===== config.mk =====
export PLATFORM = sky130hd
export DESIGN_NAME = oramx_exec
export DESIGN_NICKNAME = d
export VERILOG_FILES = /design/src/rtl/oramx_pkg.sv /design/src/rtl/oramx_dec_if.sv /design/src/rtl/oramx_decode.sv /design/src/rtl/oramx_exec.sv
export SDC_FILE = /design/constraint.sdc
export NUM_CORES = 1
export LEC_CHECK = 0
export BUFFER_PORTS_ARGS = -buffer_cell sky130_fd_sc_hd__buf_2
export CAP_MARGIN = 40
export CORE_MARGIN = 4
export CORE_UTILIZATION = 66
export DETAILED_ROUTE_END_ITERATION = 6
export GPL_TIMING_DRIVEN = 0
export PLACE_DENSITY_LB_ADDON = 0.08
export REMOVE_ABC_BUFFERS = 1
export SETUP_SLACK_MARGIN = 0.1
export SLEW_MARGIN = 0
export SYNTH_ARGS = -nofsm -noshare
export SYNTH_HDL_FRONTEND = slang
export SYNTH_HIERARCHICAL = 1
export SYNTH_SLANG_ARGS = --single-unit

===== constraint.sdc =====
create_clock -name i_clk -period 6.95 [get_ports i_clk]
set_clock_uncertainty 0.2 [all_clocks]
set_input_delay 0.695 -clock i_clk [delete_from_list [all_inputs] [get_ports i_clk]]
set_output_delay 0.695 -clock i_clk [all_outputs]
set_load 0.02 [all_outputs]

===== src/rtl/oramx_pkg.sv =====
package oramx_pkg;

	// ----------------------------------------------------------------
	// widths
	// ----------------------------------------------------------------
	localparam int unsigned INSTR_W = 12;   // instruction word width
	localparam int unsigned DATA_W  = 8;    // data path width
	localparam int unsigned ADDR_W  = 5;    // file address field width
	localparam int unsigned FILE_N  = 32;   // file registers addressable

	// ----------------------------------------------------------------
	// opcode fields and patterns
	// ----------------------------------------------------------------
	localparam int unsigned DEST_BIT = 5;         // destination select bit
	localparam logic [3:0] OP_OR_LIT   = 4'hd;    // bits 11:8 literal or
	localparam logic [3:0] OP_LOAD_LIT = 4'hc;    // bits 11:8 literal load
	localparam logic [5:0] OP_OR_FILE  = 6'h04;   // bits 11:6 register or
	localparam logic [5:0] OP_MOVE     = 6'h08;   // bits 11:6 register move
	localparam logic [6:0] OP_STORE    = 7'h01;   // bits 11:5 acc store

	// ----------------------------------------------------------------
	// reset values
	// ----------------------------------------------------------------
	localparam logic [7:0] ACC_RST  = 8'h00;      // accumulator after reset
	localparam logic       ZERO_RST = 1'b0;       // zero flag after reset
	localparam logic [7:0] FILE_RST = 8'h00;      // file cells after reset

endpackage


===== src/rtl/oramx_dec_if.sv =====
// decoded instruction fields, decoder to execute stage
interface oramx_dec_if;
	import oramx_pkg::*;
	logic               or_lit;    // literal or
	logic               load_lit;  // literal load
	logic               or_file;   // register or
	logic               move;      // register move
	logic               store;     // accumulator store
	logic               dest;      // destination bit
	logic [ADDR_W-1:0]  addr;      // file address
	logic [DATA_W-1:0]  lit;       // eight bit literal

	modport dec (output or_lit, load_lit, or_file, move, store, dest,
		addr, lit);
	modport exe (input or_lit, load_lit, or_file, move, store, dest,
		addr, lit);
endinterface


===== src/rtl/oramx_decode.sv =====
// pure combinational opcode decode, qualified by valid
module oramx_decode
	import oramx_pkg::*;
(
	input  wire logic [INSTR_W-1:0] i_instr,  // instruction word
	input  wire logic               i_valid,  // word present this cycle
	oramx_dec_if.dec                dec       // decoded fields
);

	// ----------------------------------------------------------------
	// pattern matches
	// ----------------------------------------------------------------
	assign dec.or_lit   = i_valid && (i_instr[11:8] == OP_OR_LIT);
	assign dec.load_lit = i_valid && (i_instr[11:8] == OP_LOAD_LIT);
	assign dec.or_file  = i_valid && (i_instr[11:6] == OP_OR_FILE);
	assign dec.move     = i_valid && (i_instr[11:6] == OP_MOVE);
	assign dec.store    = i_valid && (i_instr[11:5] == OP_STORE);

	// ----------------------------------------------------------------
	// operand fields
	// ----------------------------------------------------------------
	assign dec.dest = i_instr[DEST_BIT];
	assign dec.addr = i_instr[ADDR_W-1:0];
	assign dec.lit  = i_instr[DATA_W-1:0];

endmodule


===== src/rtl/oramx_exec.sv =====
// executes the or / move group in one instruction cycle each
module oramx_exec
	import oramx_pkg::*;
(
	input  wire logic               i_clk,          // core clock
	input  wire logic               i_rstn,         // async reset, low
	input  wire logic [INSTR_W-1:0] i_instr,        // instruction word
	input  wire logic               i_valid,        // one word per cycle
	input  wire logic [ADDR_W-1:0]  i_peek_addr,    // file peek address
	output logic      [DATA_W-1:0]  o_acc,          // accumulator
	output logic                    o_zero,         // zero flag
	output logic                    o_done,         // instruction retired
	output logic                    o_file_we,      // file written
	output logic      [ADDR_W-1:0]  o_file_addr,    // written address
	output logic      [DATA_W-1:0]  o_file_wdata,   // written value
	output logic      [DATA_W-1:0]  o_peek_data     // peeked file value
);

	// ----------------------------------------------------------------
	// decode
	// ----------------------------------------------------------------
	oramx_dec_if dec_if ();             // decoded fields

	oramx_decode u_decode (
		.i_instr (i_instr),
		.i_valid (i_valid),
		.dec     (dec_if.dec)
	);

	// ----------------------------------------------------------------
	// state
	// ----------------------------------------------------------------
	logic [DATA_W-1:0] acc_q;           // accumulator
	logic              zero_q;          // zero flag
	logic              done_q;          // retire pulse
	logic              fwe_q;           // file write report
	logic [ADDR_W-1:0] faddr_q;         // file write address report
	logic [DATA_W-1:0] fwdata_q;        // file write data report
	logic [DATA_W-1:0] peek_q;          // registered peek
	logic [DATA_W-1:0] file_q [FILE_N]; // file register array

	// ----------------------------------------------------------------
	// datapath selection
	// ----------------------------------------------------------------
	wire [DATA_W-1:0] rd_w = file_q[dec_if.addr];      // addressed file
	wire [DATA_W-1:0] lit_w = dec_if.lit;               // literal operand
	wire [DATA_W-1:0] or_lit_w = acc_q | lit_w;
	wire [DATA_W-1:0] or_file_w = acc_q | rd_w;
	wire              routed_w = dec_if.or_file || dec_if.move;
	wire [DATA_W-1:0] res_w =
		dec_if.or_lit   ? or_lit_w  :
		dec_if.load_lit ? lit_w     :
		dec_if.or_file  ? or_file_w :
		dec_if.move     ? rd_w      :
		acc_q;
	// dest 0 to accumulator, 1 back to file
	wire wr_acc_w = dec_if.or_lit || dec_if.load_lit ||
		(routed_w && !dec_if.dest);
	wire wr_file_w = dec_if.store ||
		(routed_w && dec_if.dest);
	// store and literal load leave the flag alone
	wire zupd_w = dec_if.or_lit || routed_w;
	wire zres_w = (res_w == '0);
	wire claim_w = zupd_w || dec_if.load_lit || dec_if.store;

	// ----------------------------------------------------------------
	// accumulator and zero flag
	// ----------------------------------------------------------------
	always_ff @(posedge i_clk or negedge i_rstn) begin
		if (!i_rstn) begin
			acc_q  <= ACC_RST;
			zero_q <= ZERO_RST;
		end else begin
			if (wr_acc_w) begin
				acc_q <= res_w;
			end
			if (zupd_w) begin
				zero_q <= zres_w;
			end
		end
	end

	// ----------------------------------------------------------------
	// file register array
	// ----------------------------------------------------------------
	always_ff @(posedge i_clk or negedge i_rstn) begin
		if (!i_rstn) begin
			for (int i = 0; i < FILE_N; i++) begin
				file_q[i] <= FILE_RST;
			end
		end else if (wr_file_w) begin
			file_q[dec_if.addr] <= res_w;
		end
	end

	// ----------------------------------------------------------------
	// retire and write reports, one cycle per instruction
	// ----------------------------------------------------------------
	always_ff @(posedge i_clk or negedge i_rstn) begin
		if (!i_rstn) begin
			done_q   <= 1'b0;
			fwe_q    <= 1'b0;
			faddr_q  <= '0;
			fwdata_q <= '0;
			peek_q   <= FILE_RST;
		end else begin
			done_q   <= claim_w;
			fwe_q    <= wr_file_w;
			faddr_q  <= dec_if.addr;
			fwdata_q <= res_w;
			peek_q   <= file_q[i_peek_addr];
		end
	end

	// ----------------------------------------------------------------
	// outputs
	// ----------------------------------------------------------------
	assign o_acc        = acc_q;
	assign o_zero       = zero_q;
	assign o_done       = done_q;
	assign o_file_we    = fwe_q;
	assign o_file_addr  = faddr_q;
	assign o_file_wdata = fwdata_q;
	assign o_peek_data  = peek_q;
endmodule


==> impl_metrics.csv, run 1 <==
group,metric,value,unit
floorplanning,rows,54,
worst_setup_path,timing.rr.end,"file_q[87]",
yosys,yosysMostFrequentCell,"dfrtp_1",
global_routing,grt_pass1_vias,10865,
layout,drive_gt1_frac,0.187,
cts,cts_root_buf,"clkbuf_16",
sta,period_share,0.599,
worst_setup_path,cpLargestDelayFamily,"buffers and inverters",
yosys,synth_ff_type,"dfrtp_1",
worst_setup_path,rr_worst_depth,9,
worst_setup_path,rr_startpoint,"file_q[47]",
sta,rsz0062_at_grt,"no",
yosys,ys_types,53,
pwr,cellLeakagePower,7.16,nW
routing,drt.antenna.violating_nets,0,
cts,cts_tree,"yes",
yosys,synth_edf_count,0,
yosys,syn_inst,1375,
worst_setup_path,end_kind,"register",
routing,drt-initial-drc-count,1416,
layout,areaGrowthSynthToFinish,8.81,%
global_routing,grt_pass1_wl,67.5,mm
min_path,hp-class,"in2reg",
min_path,hp-start,"i_instr[0]",
global_routing,antenna_found_initial,1,
layout,layoutNonFillerInstCount,1651,
sta,hold_violations,0,
worst_setup_path,critical_path_class,"in2reg",
cts,cts-htree-levels,1,
pwr,peakVddDrop,0.218,mV
run_status,violations,"design-rule violations",
place,gp_congestion,1.00,
worst_setup_path,cp_slowest_cell,"nor4_1",
sta,setup_viol,0,
worst_setup_path,critical_path_required,7.17,ns
worst_setup_path,r2r_slack,3.67,ns
worst_setup_path,cp_max_fo,72,
sta,slew_violations,0,
min_path,hold-path-endpoint,"o_file_addr[0]",
routing,routed-via-count,11443,
routing,finalWirelength,44.0,mm
yosys,synth_common_cells,"dfrtp_1 (288), nand2_1 (222), o21ai_0 (156), mux2i_1 (128), mux4_2 (80)",
place,pre_cts_ws,2.42,ns
yosys,synth_top_area_frac,0.485,
worst_setup_path,worst-path-buf-inv,5,
floorplanning,dieHeight,158,um
yosys,ys_ff_latch,288,
sta,fin_crit,4.17,ns
yosys,ys_warn_count,6,
worst_setup_path,critPathMaxStageDelay,0.60,ns
floorplanning,die_w,158,um
layout,diodes,0,
floorplanning,top_level_ports,52,
job,cap_violations,0,
yosys,async_flop_share,1.00,
floorplanning,fp.dieArea,25000,um2
routing,drc,4,
worst_setup_path,path_cells,"buf_8 > buf_16 > mux2i_1 > o22ai_1 > nor4_1 > o211ai_1 > o211ai_1 > buf_4 > buf_4 > buf_6 > o21ai_0",
yosys,synthesis.area,14900,um2
yosys,syn_area_per_cell,10.8,um2
worst_setup_path,cp-start-kind,"primary input",
sta,fin_ws,2.78,ns
layout,nNetsFinal,1370,
yosys,synthTopCellsByArea,"dfrtp_1 (49%), mux4_2 (12%), mux2i_1 (8.6%)",
sta,worst_pin_slew,0.947,ns
routing,firstDrtPassIters,7,
cts,cts_setup_buffers,0,
run_status,status,"complete, but fails checks",
global_routing,grt_overflow,0,
min_path,hold_path_depth,1,
cts,cts_buffers,30,
place,dp_hpwl,30.3,mm
yosys,synth_area_leader_cell,"dfrtp_1",
global_routing,grt_max_degree,123,
floorplanning,start_util,0.676,
worst_setup_path,crit_arrival,4.39,ns
routing,wl_per_cell,26.6,um
pwr,p_per_area,255,nW/um2
cts,clk_latency,0.57,ns
yosys,ys_seq_area_frac,0.485,
global_routing,gr-usage-all-layers,0.361,
cts,clock_path_buffers,3,
routing,via_per_inst,6.93,
place,io_buffers,51,
sta,fmax,240,MHz
cts,clock_sinks,288,
floorplanning,coreArea,22000,um2
sta,relSlewSlack,0.366,
cts,path_clk_slew,0.06,ns
place,dp_cells,1596,
-- metal layers --
metal,vias up,track usage,wire length [um]
li1,4919,-,-
met1,5722,0.541,17800
met2,655,0.533,19300
met3,145,0.0752,4680
met4,2,0.127,2140
met5,-,0,20
-- repair_timing --
item	4_1_cts	5_1_grt
hold endpoints to repair	57	0
resized for setup	0	0
hold buffers	1	0
-- flip-flops by register name (all words and copies together) (netlist names) --
name and count:
file_q 256, o_acc 8, o_file_wdata 8, o_peek_data 8
o_file_addr 5, o_done 1, o_file_we 1, o_zero 1
-- cells in the final DEF, fill, tap and decap left out, drive strengths merged, types with 16 or more instances in the layout --
| cell type | count |
|---|---|
| buf | 77 |
| nor2 | 78 |
| mux4 | 80 |
| clkbuf | 43 |
| mux2i | 128 |
| nor4 | 16 |
| mux2 | 17 |
| o21ai | 197 |
| dfrtp | 288 |
| nand2 | 222 |
| o22ai | 62 |
| a21oi | 72 |
-- worst max path at each step --
stage	startpoint	to	slack [ns]	cells after the start
2_1_floorplan	i_instr[9]	o_zero	3.50	8
3_3_place_gp	i_instr[1]	o_zero	-0.55	8
3_5_place_dp	i_instr[1]	file_q[87]	2.42	11
4_1_cts	i_instr[1]	file_q[87]	2.99	11
5_1_grt	i_instr[1]	file_q[87]	2.66	11
6_report	i_instr[1]	file_q[87]	2.78	11
-- where the power goes --
part	switching (W)	internal [W]	total, W
combinational	0.000512	0.000237	0.000749
sequential	0.0000523	0.00174	0.00179
clock	0.000662	0.000928	0.00159
-- cells by family after synthesis --
kind of cell / Yosys count / share of synthesized area
buffers and inverters: 144 / 0.0482
flip-flops: 288 / 0.485
multiplexers: 225 / 0.220
AO/OA/AOI/OAI: 350 / 0.135
AND/OR/NAND/NOR: 368 / 0.111
-- stage by stage --
step | power (W) | TNS [ns] | cell area (um2) | hold slack, ns | util
6_report | 0.00413 | 0 | 16200 | 0.260 | 0.736
5_1_grt | 0.00425 | 0 | 16200 | 0.272 | 0.736
4_1_cts | 0.00412 | 0 | 16200 | 0.240 | 0.736
3_5_place_dp | 0.00255 | 0 | 15200 | 0.289 | 0.691
3_3_place_gp | 0.00244 | -98.29 | 14800 | 0.280 | 0.673
2_1_floorplan | 0.00212 | 0 | 14200 | 0.199 | -
-- worst reg2reg max path, cell delays in order (launching register included) --
cell      delay, ns
dfrtp_1        0.40
mux2i_1        0.40
o22ai_1        0.14
nor4_1         0.60
o211ai_1       0.19
o211ai_1       0.46
buf_4          0.31
buf_4          0.20
buf_6          0.16
o21ai_0        0.09
-- final cells by class --
class	count	area [um2]
sequential	288	7210
multi-input combinational	943	6950
fill	1517	5800
clock buffer	43	860
timing repair buffer	78	652
tap	280	350
clock inverter	10	111
inverter	9	33.8
Note: power is estimated with default switching activity, not from simulation.
==> run 2: changes to the inputs <==
--- a/config.mk
+++ b/config.mk
@@ -8,7 +8,7 @@
 export BUFFER_PORTS_ARGS = -buffer_cell sky130_fd_sc_hd__buf_2
 export CAP_MARGIN = 40
 export CORE_MARGIN = 4
-export CORE_UTILIZATION = 66
+export CORE_UTILIZATION = 57
 export DETAILED_ROUTE_END_ITERATION = 6
 export GPL_TIMING_DRIVEN = 0
 export PLACE_DENSITY_LB_ADDON = 0.08
==> constraint.sdc (replaced) <==
create_clock -name i_clk -period 3.7 [get_ports i_clk]
set_clock_uncertainty 0.2 [all_clocks]
set_input_delay 0.37 -clock i_clk [delete_from_list [all_inputs] [get_ports i_clk]]
set_output_delay 0.37 -clock i_clk [all_outputs]
set_load 0.02 [all_outputs]
==> impl_metrics.csv, run 2 (synthesized netlist as in run 1, its figures left out) <==
group,metric,value,unit
run_status,status,"finished, final reports clean",
cts,cts_setup_buffers,0,
floorplanning,dieHeight,169,um
min_path,hp-class,"in2reg",
routing,drt-initial-drc-count,1532,
global_routing,grt_pass1_wl,68.6,mm
sta,relSlewSlack,0.381,
sta,hold_violations,0,
job,cap_violations,0,
floorplanning,fp.dieArea,28700,um2
routing,drt.antenna.violating_nets,0,
place,io_buffers,51,
pwr,peakVddDrop,0.558,mV
layout,areaGrowthSynthToFinish,9.82,%
cts,cts_tree,"yes",
worst_setup_path,critical_path_class,"in2reg",
place,gp_congestion,1.01,
pwr,cellLeakagePower,7.19,nW
cts,clk_latency,0.58,ns
layout,fin_area,16300,um2
floorplanning,die_w,169,um
sta,slew_violations,0,
sta,holdWs,0.0631,ns
routing,drc,0,
sta,fin_ws,0.201,ns
layout,nNetsFinal,1376,
global_routing,grt_pass1_vias,10673,
global_routing,gr-usage-all-layers,0.319,
layout,largest-register,"file_q",
global_routing,grt_max_degree,105,
worst_setup_path,cpLargestDelayFamily,"compound AO/OA/AOI/OAI gates",
cts,cts_root_buf,"clkbuf_16",
sta,worst_pin_slew,0.924,ns
place,place_area,15200,um2
global_routing,grt_overflow,0,
worst_setup_path,end_kind,"register",
global_routing,antenna_found_initial,1,
pwr,p_per_area,483,nW/um2
sta,rsz0062_at_grt,"no",
worst_setup_path,worst-path-buf-inv,2,
worst_setup_path,crit_arrival,3.72,ns
routing,finalWirelength,46.1,mm
worst_setup_path,path_cells,"buf_12 > buf_16 > mux2i_1 > o22ai_1 > or4_1 > a2111oi_4 > a211o_4 > a21oi_1",
place,dp_hpwl,31.5,mm
sta,fin_crit,3.50,ns
layout,layout_common_cells,"dfrtp_1 (288), nand2_1 (222), o21ai_0 (156), mux2i_1 (128), mux4_2 (80)",
worst_setup_path,critPathMaxStageDelay,0.73,ns
layout,largest_reg_flops,256,
cts,clock_sinks,288,
worst_setup_path,cp-start-kind,"primary input",
sta,setup_viol,0,
routing,wl_per_cell,27.0,um
pwr,power.total,0.00788,W
cts,path_clk_slew,0.06,ns
sta,fmax,286,MHz
floorplanning,rows,58,
cts,clock_path_buffers,3,
sta,period_share,0.946,
floorplanning,top_level_ports,52,
worst_setup_path,cp_slowest_cell,"or4_1",
routing,firstDrtPassIters,6,
place,pre_cts_ws,-0.545,ns
cts,cts_buffers,30,
floorplanning,coreArea,25400,um2
layout,layout_commonest_cell,"dfrtp_1",
cts,cts-htree-levels,1,
worst_setup_path,cp_max_fo,68,
routing,via_per_inst,6.52,
floorplanning,start_util,0.585,
layout,drive_gt1_frac,0.189,
sta,tns,0,ns
routing,routed-via-count,11139,
layout,diodes,0,
worst_setup_path,critical_path_required,3.92,ns
==> run 2: cell count changes in the layout (fill, tap and decap cells not counted), sizes merged <==
cell | previous run | this run
a211o | 1 | 2
clkinvlp | 0 | 2
dlygate4sd3 | 1 | 6
clkinv | 8 | 7
inv | 9 | 10
==> run 2: cell type report <==
cell class | count | area [um2]
fillers | 2096 | 9090
flip-flops and latches | 288 | 7210
multi-input cells | 944 | 6970
clock buffers | 43 | 870
repair buffers | 83 | 686
well taps | 330 | 413
clock inverters | 12 | 130
inverters | 9 | 33.8
==> run 2: what timing repair did <==
action | 4_1_cts | 5_1_grt
pin swaps | 1 | 1
setup endpoints to repair | 20 | 50
endpoints found under the hold margin | 101 | 0
cloned | 0 | 1
gates resized for setup | 1 | 6
hold buffers | 6 | 0
==> run 2: report_power, final <==
group,total (W),switching [W],internal (W)
registers,0.00336,0.000103,0.00326
logic,0.00144,0.000990,0.000447
clock network,0.00308,0.00131,0.00177
total,0.00788,0.00240,0.00548
==> run 2: per-layer routing <==
metal  track usage  vias to the layer above  wire [um]  part of all wire
met3        0.0692                      108       4420             0.096
met2         0.464                      556      20000              0.44
met1         0.477                     5524      19500              0.42
met4         0.120                        4       2010             0.044
li1              -                     4947          -                 -
met5        0.0184                        -         79            0.0017
==> run 2: worst reg2reg max path: stages (launching register included) <==
cell      delay (ns)
dfrtp_1         0.39
mux2i_1         0.43
o22ai_1         0.20
nor4_2          0.54
o211ai_1        0.17
o211ai_1        0.45
buf_4           0.33
buf_4           0.20
o21ai_0         0.11
==> run 2: worst paths after layout <==
path | startpoint | endpoint | slack, ns | depth (start not counted)
max in group asynchronous | i_rstn | file_q[97] | 2.07 | 3
max reg2reg | file_q[98] | file_q[162] | 0.56 | 8
min | i_instr[4] | o_file_addr[4] | 0.06 | 1
max | i_instr[1] | o_acc[1] | 0.20 | 8
min reg2reg | file_q[235] | file_q[235] | 0.30 | 2
min in group asynchronous | i_rstn | file_q[248] | 0.22 | 2
==> run 2: through the flow <==
step           utilization  cells
2_1_floorplan            -   1240
3_3_place_gp         0.584   1621
3_5_place_dp         0.599   1647
4_1_cts              0.641   1708
5_1_grt              0.642   1709
6_report             0.642   1709
==> run 3: changes to the inputs <==
--- a/config.mk
+++ b/config.mk
@@ -7,8 +7,8 @@
 export LEC_CHECK = 0
 export BUFFER_PORTS_ARGS = -buffer_cell sky130_fd_sc_hd__buf_2
 export CAP_MARGIN = 40
-export CORE_MARGIN = 4
-export CORE_UTILIZATION = 57
+export CORE_MARGIN = 1
+export CORE_UTILIZATION = 38
 export DETAILED_ROUTE_END_ITERATION = 6
 export GPL_TIMING_DRIVEN = 0
 export PLACE_DENSITY_LB_ADDON = 0.08
==> impl_metrics.csv, run 3 (synthesized netlist as in run 1, its figures left out) <==
group,metric,value,unit
run_status,status,"finished, final reports clean",
layout,register_area,7210,um2
pwr,peakVddDrop,0.273,mV
sta,tns,0,ns
cts,cts-htree-levels,2,
cts,cts_buffers,35,
place,io_buffers,51,
floorplanning,top_level_ports,52,
place,place_area,15500,um2
layout,nNetsFinal,1379,
cts,cts_root_buf,"clkbuf_16",
worst_setup_path,critical_path_required,3.90,ns
floorplanning,coreArea,38600,um2
layout,multiInputGateArea,6980,um2
sta,rsz0062_at_grt,"no",
pwr,p_per_area,496,nW/um2
worst_setup_path,crit_arrival,3.75,ns
global_routing,grt_pass1_wl,73.1,mm
cts,path_clk_slew,0.06,ns
floorplanning,die_w,200,um
layout,fin_util,0.433,
sta,holdWs,0.0484,ns
layout,fill_cells,3809,
pwr,seqPwrFrac,0.405,
global_routing,grt_max_degree,117,
place,dp_cells,1836,
floorplanning,dieHeight,200,um
place,dp_hpwl,34.2,mm
pwr,cellLeakagePower,7.27,nW
pwr,p_sw,0.00250,W
layout,layout_common_cells,"dfrtp_1 (288), nand2_1 (222), o21ai_0 (156), mux2i_1 (128), mux4_2 (80)",
layout,drive_gt1_frac,0.194,
cts,clock_path_buffers,3,
floorplanning,start_util,0.385,
sta,hold_violations,0,
routing,firstDrtPassIters,5,
min_path,hp-class,"in2reg",
routing,drt.antenna.violating_nets,0,
worst_setup_path,cp_max_fo,72,
sta,fmax,282,MHz
global_routing,grt_pass1_vias,10382,
layout,layout_commonest_cell,"dfrtp_1",
routing,finalWirelength,50.4,mm
sta,setup_viol,0,
job,cap_violations,0,
global_routing,grt_overflow,0,
sta,fin_crit,3.55,ns
pwr,p_int,0.00579,W
routing,wl_per_cell,26.5,um
worst_setup_path,cp-start-kind,"primary input",
routing,via_per_inst,5.69,
global_routing,gr-usage-all-layers,0.259,
floorplanning,rows,72,
worst_setup_path,end_kind,"register",
cts,clock_sinks,288,
routing,routed-via-count,10825,
cts,cts_tree,"yes",
worst_setup_path,critical_path_class,"in2reg",
floorplanning,fp.dieArea,39900,um2
pwr,switching_share,0.302,
sta,period_share,0.959,
routing,drc,0,
global_routing,antenna_found_initial,1,
cts,cts_setup_buffers,0,
place,gp_congestion,0.957,
sta,slew_violations,0,
layout,layoutNonFillerInstCount,1902,
layout,largest-register,"file_q",
layout,fin_area,16700,um2
sta,worst_pin_slew,0.970,ns
cts,clk_latency,0.54,ns
routing,drt-initial-drc-count,888,
pwr,combPwrFrac,0.178,
pwr,p_clk_frac,0.416,
sta,relSlewSlack,0.350,
layout,largest_reg_flops,256,
layout,areaGrowthSynthToFinish,12.4,%
run 3: worst paths after layout:
path	start	to	slack, ns	cells past startpoint
max	i_instr[1]	file_q[17]	0.15	8
min	i_instr[5]	o_file_we	0.05	3
max reg2reg	file_q[105]	file_q[17]	0.53	6
min reg2reg	file_q[66]	file_q[66]	0.30	2
max in group asynchronous	i_rstn	file_q[174]	1.92	3
min in group asynchronous	i_rstn	file_q[221]	0.26	2
run 3: area by class of cell:
cell class,count,area share
clock buffers,53,0.0645
diodes,1,0.000150
clock inverters,8,0.00390
repair buffers,81,0.0408
multi-input cells,944,0.418
flip-flops and latches,288,0.432
inverters,9,0.00202
well taps,518,0.0388
run 3: routing by layer:
metal,GRT usage,up-vias,wire (um)
met5,0,-,0
li1,-,4941,-
met3,0.0523,74,3820
met2,0.376,327,22000
met1,0.381,5483,23000
met4,0.0899,0,1530
run 3: power groups by stage:
stage	logic [W]	clock network [W]	registers [W]
5_1_grt	0.00158	0.00365	0.00337
3_5_place_dp	0.00143	0	0.00341
4_1_cts	0.00144	0.00353	0.00336
6_report	0.00148	0.00345	0.00336
3_3_place_gp	0.00125	0	0.00341
2_1_floorplan	0.000508	0	0.00348
run 3: timing repair:
item	CTS	global route
gates cloned	0	1
endpoints found under the setup margin	24	70
endpoints found under the hold margin	81	1
hold buffers	2	1
resized for setup	2	2
pin swaps	1	1
run 3: stage by stage:
stage                     setup WS, ns  power (W)
after floorplan                  0.574    0.00399
after global placement           -4.01    0.00466
after detailed placement        -0.550    0.00485
after CTS                       0.0526    0.00833
after global routing             0.121    0.00860
final                            0.152    0.00829
run 3: worst max-delay path, cell delays in order:
cell and delay, ns:
buf_12 0.32, buf_16 0.40, mux2i_1 0.53, o22ai_1 0.16
or4_1 0.68, a2111oi_4 0.51, a211o_4 0.42, o21ai_0 0.16
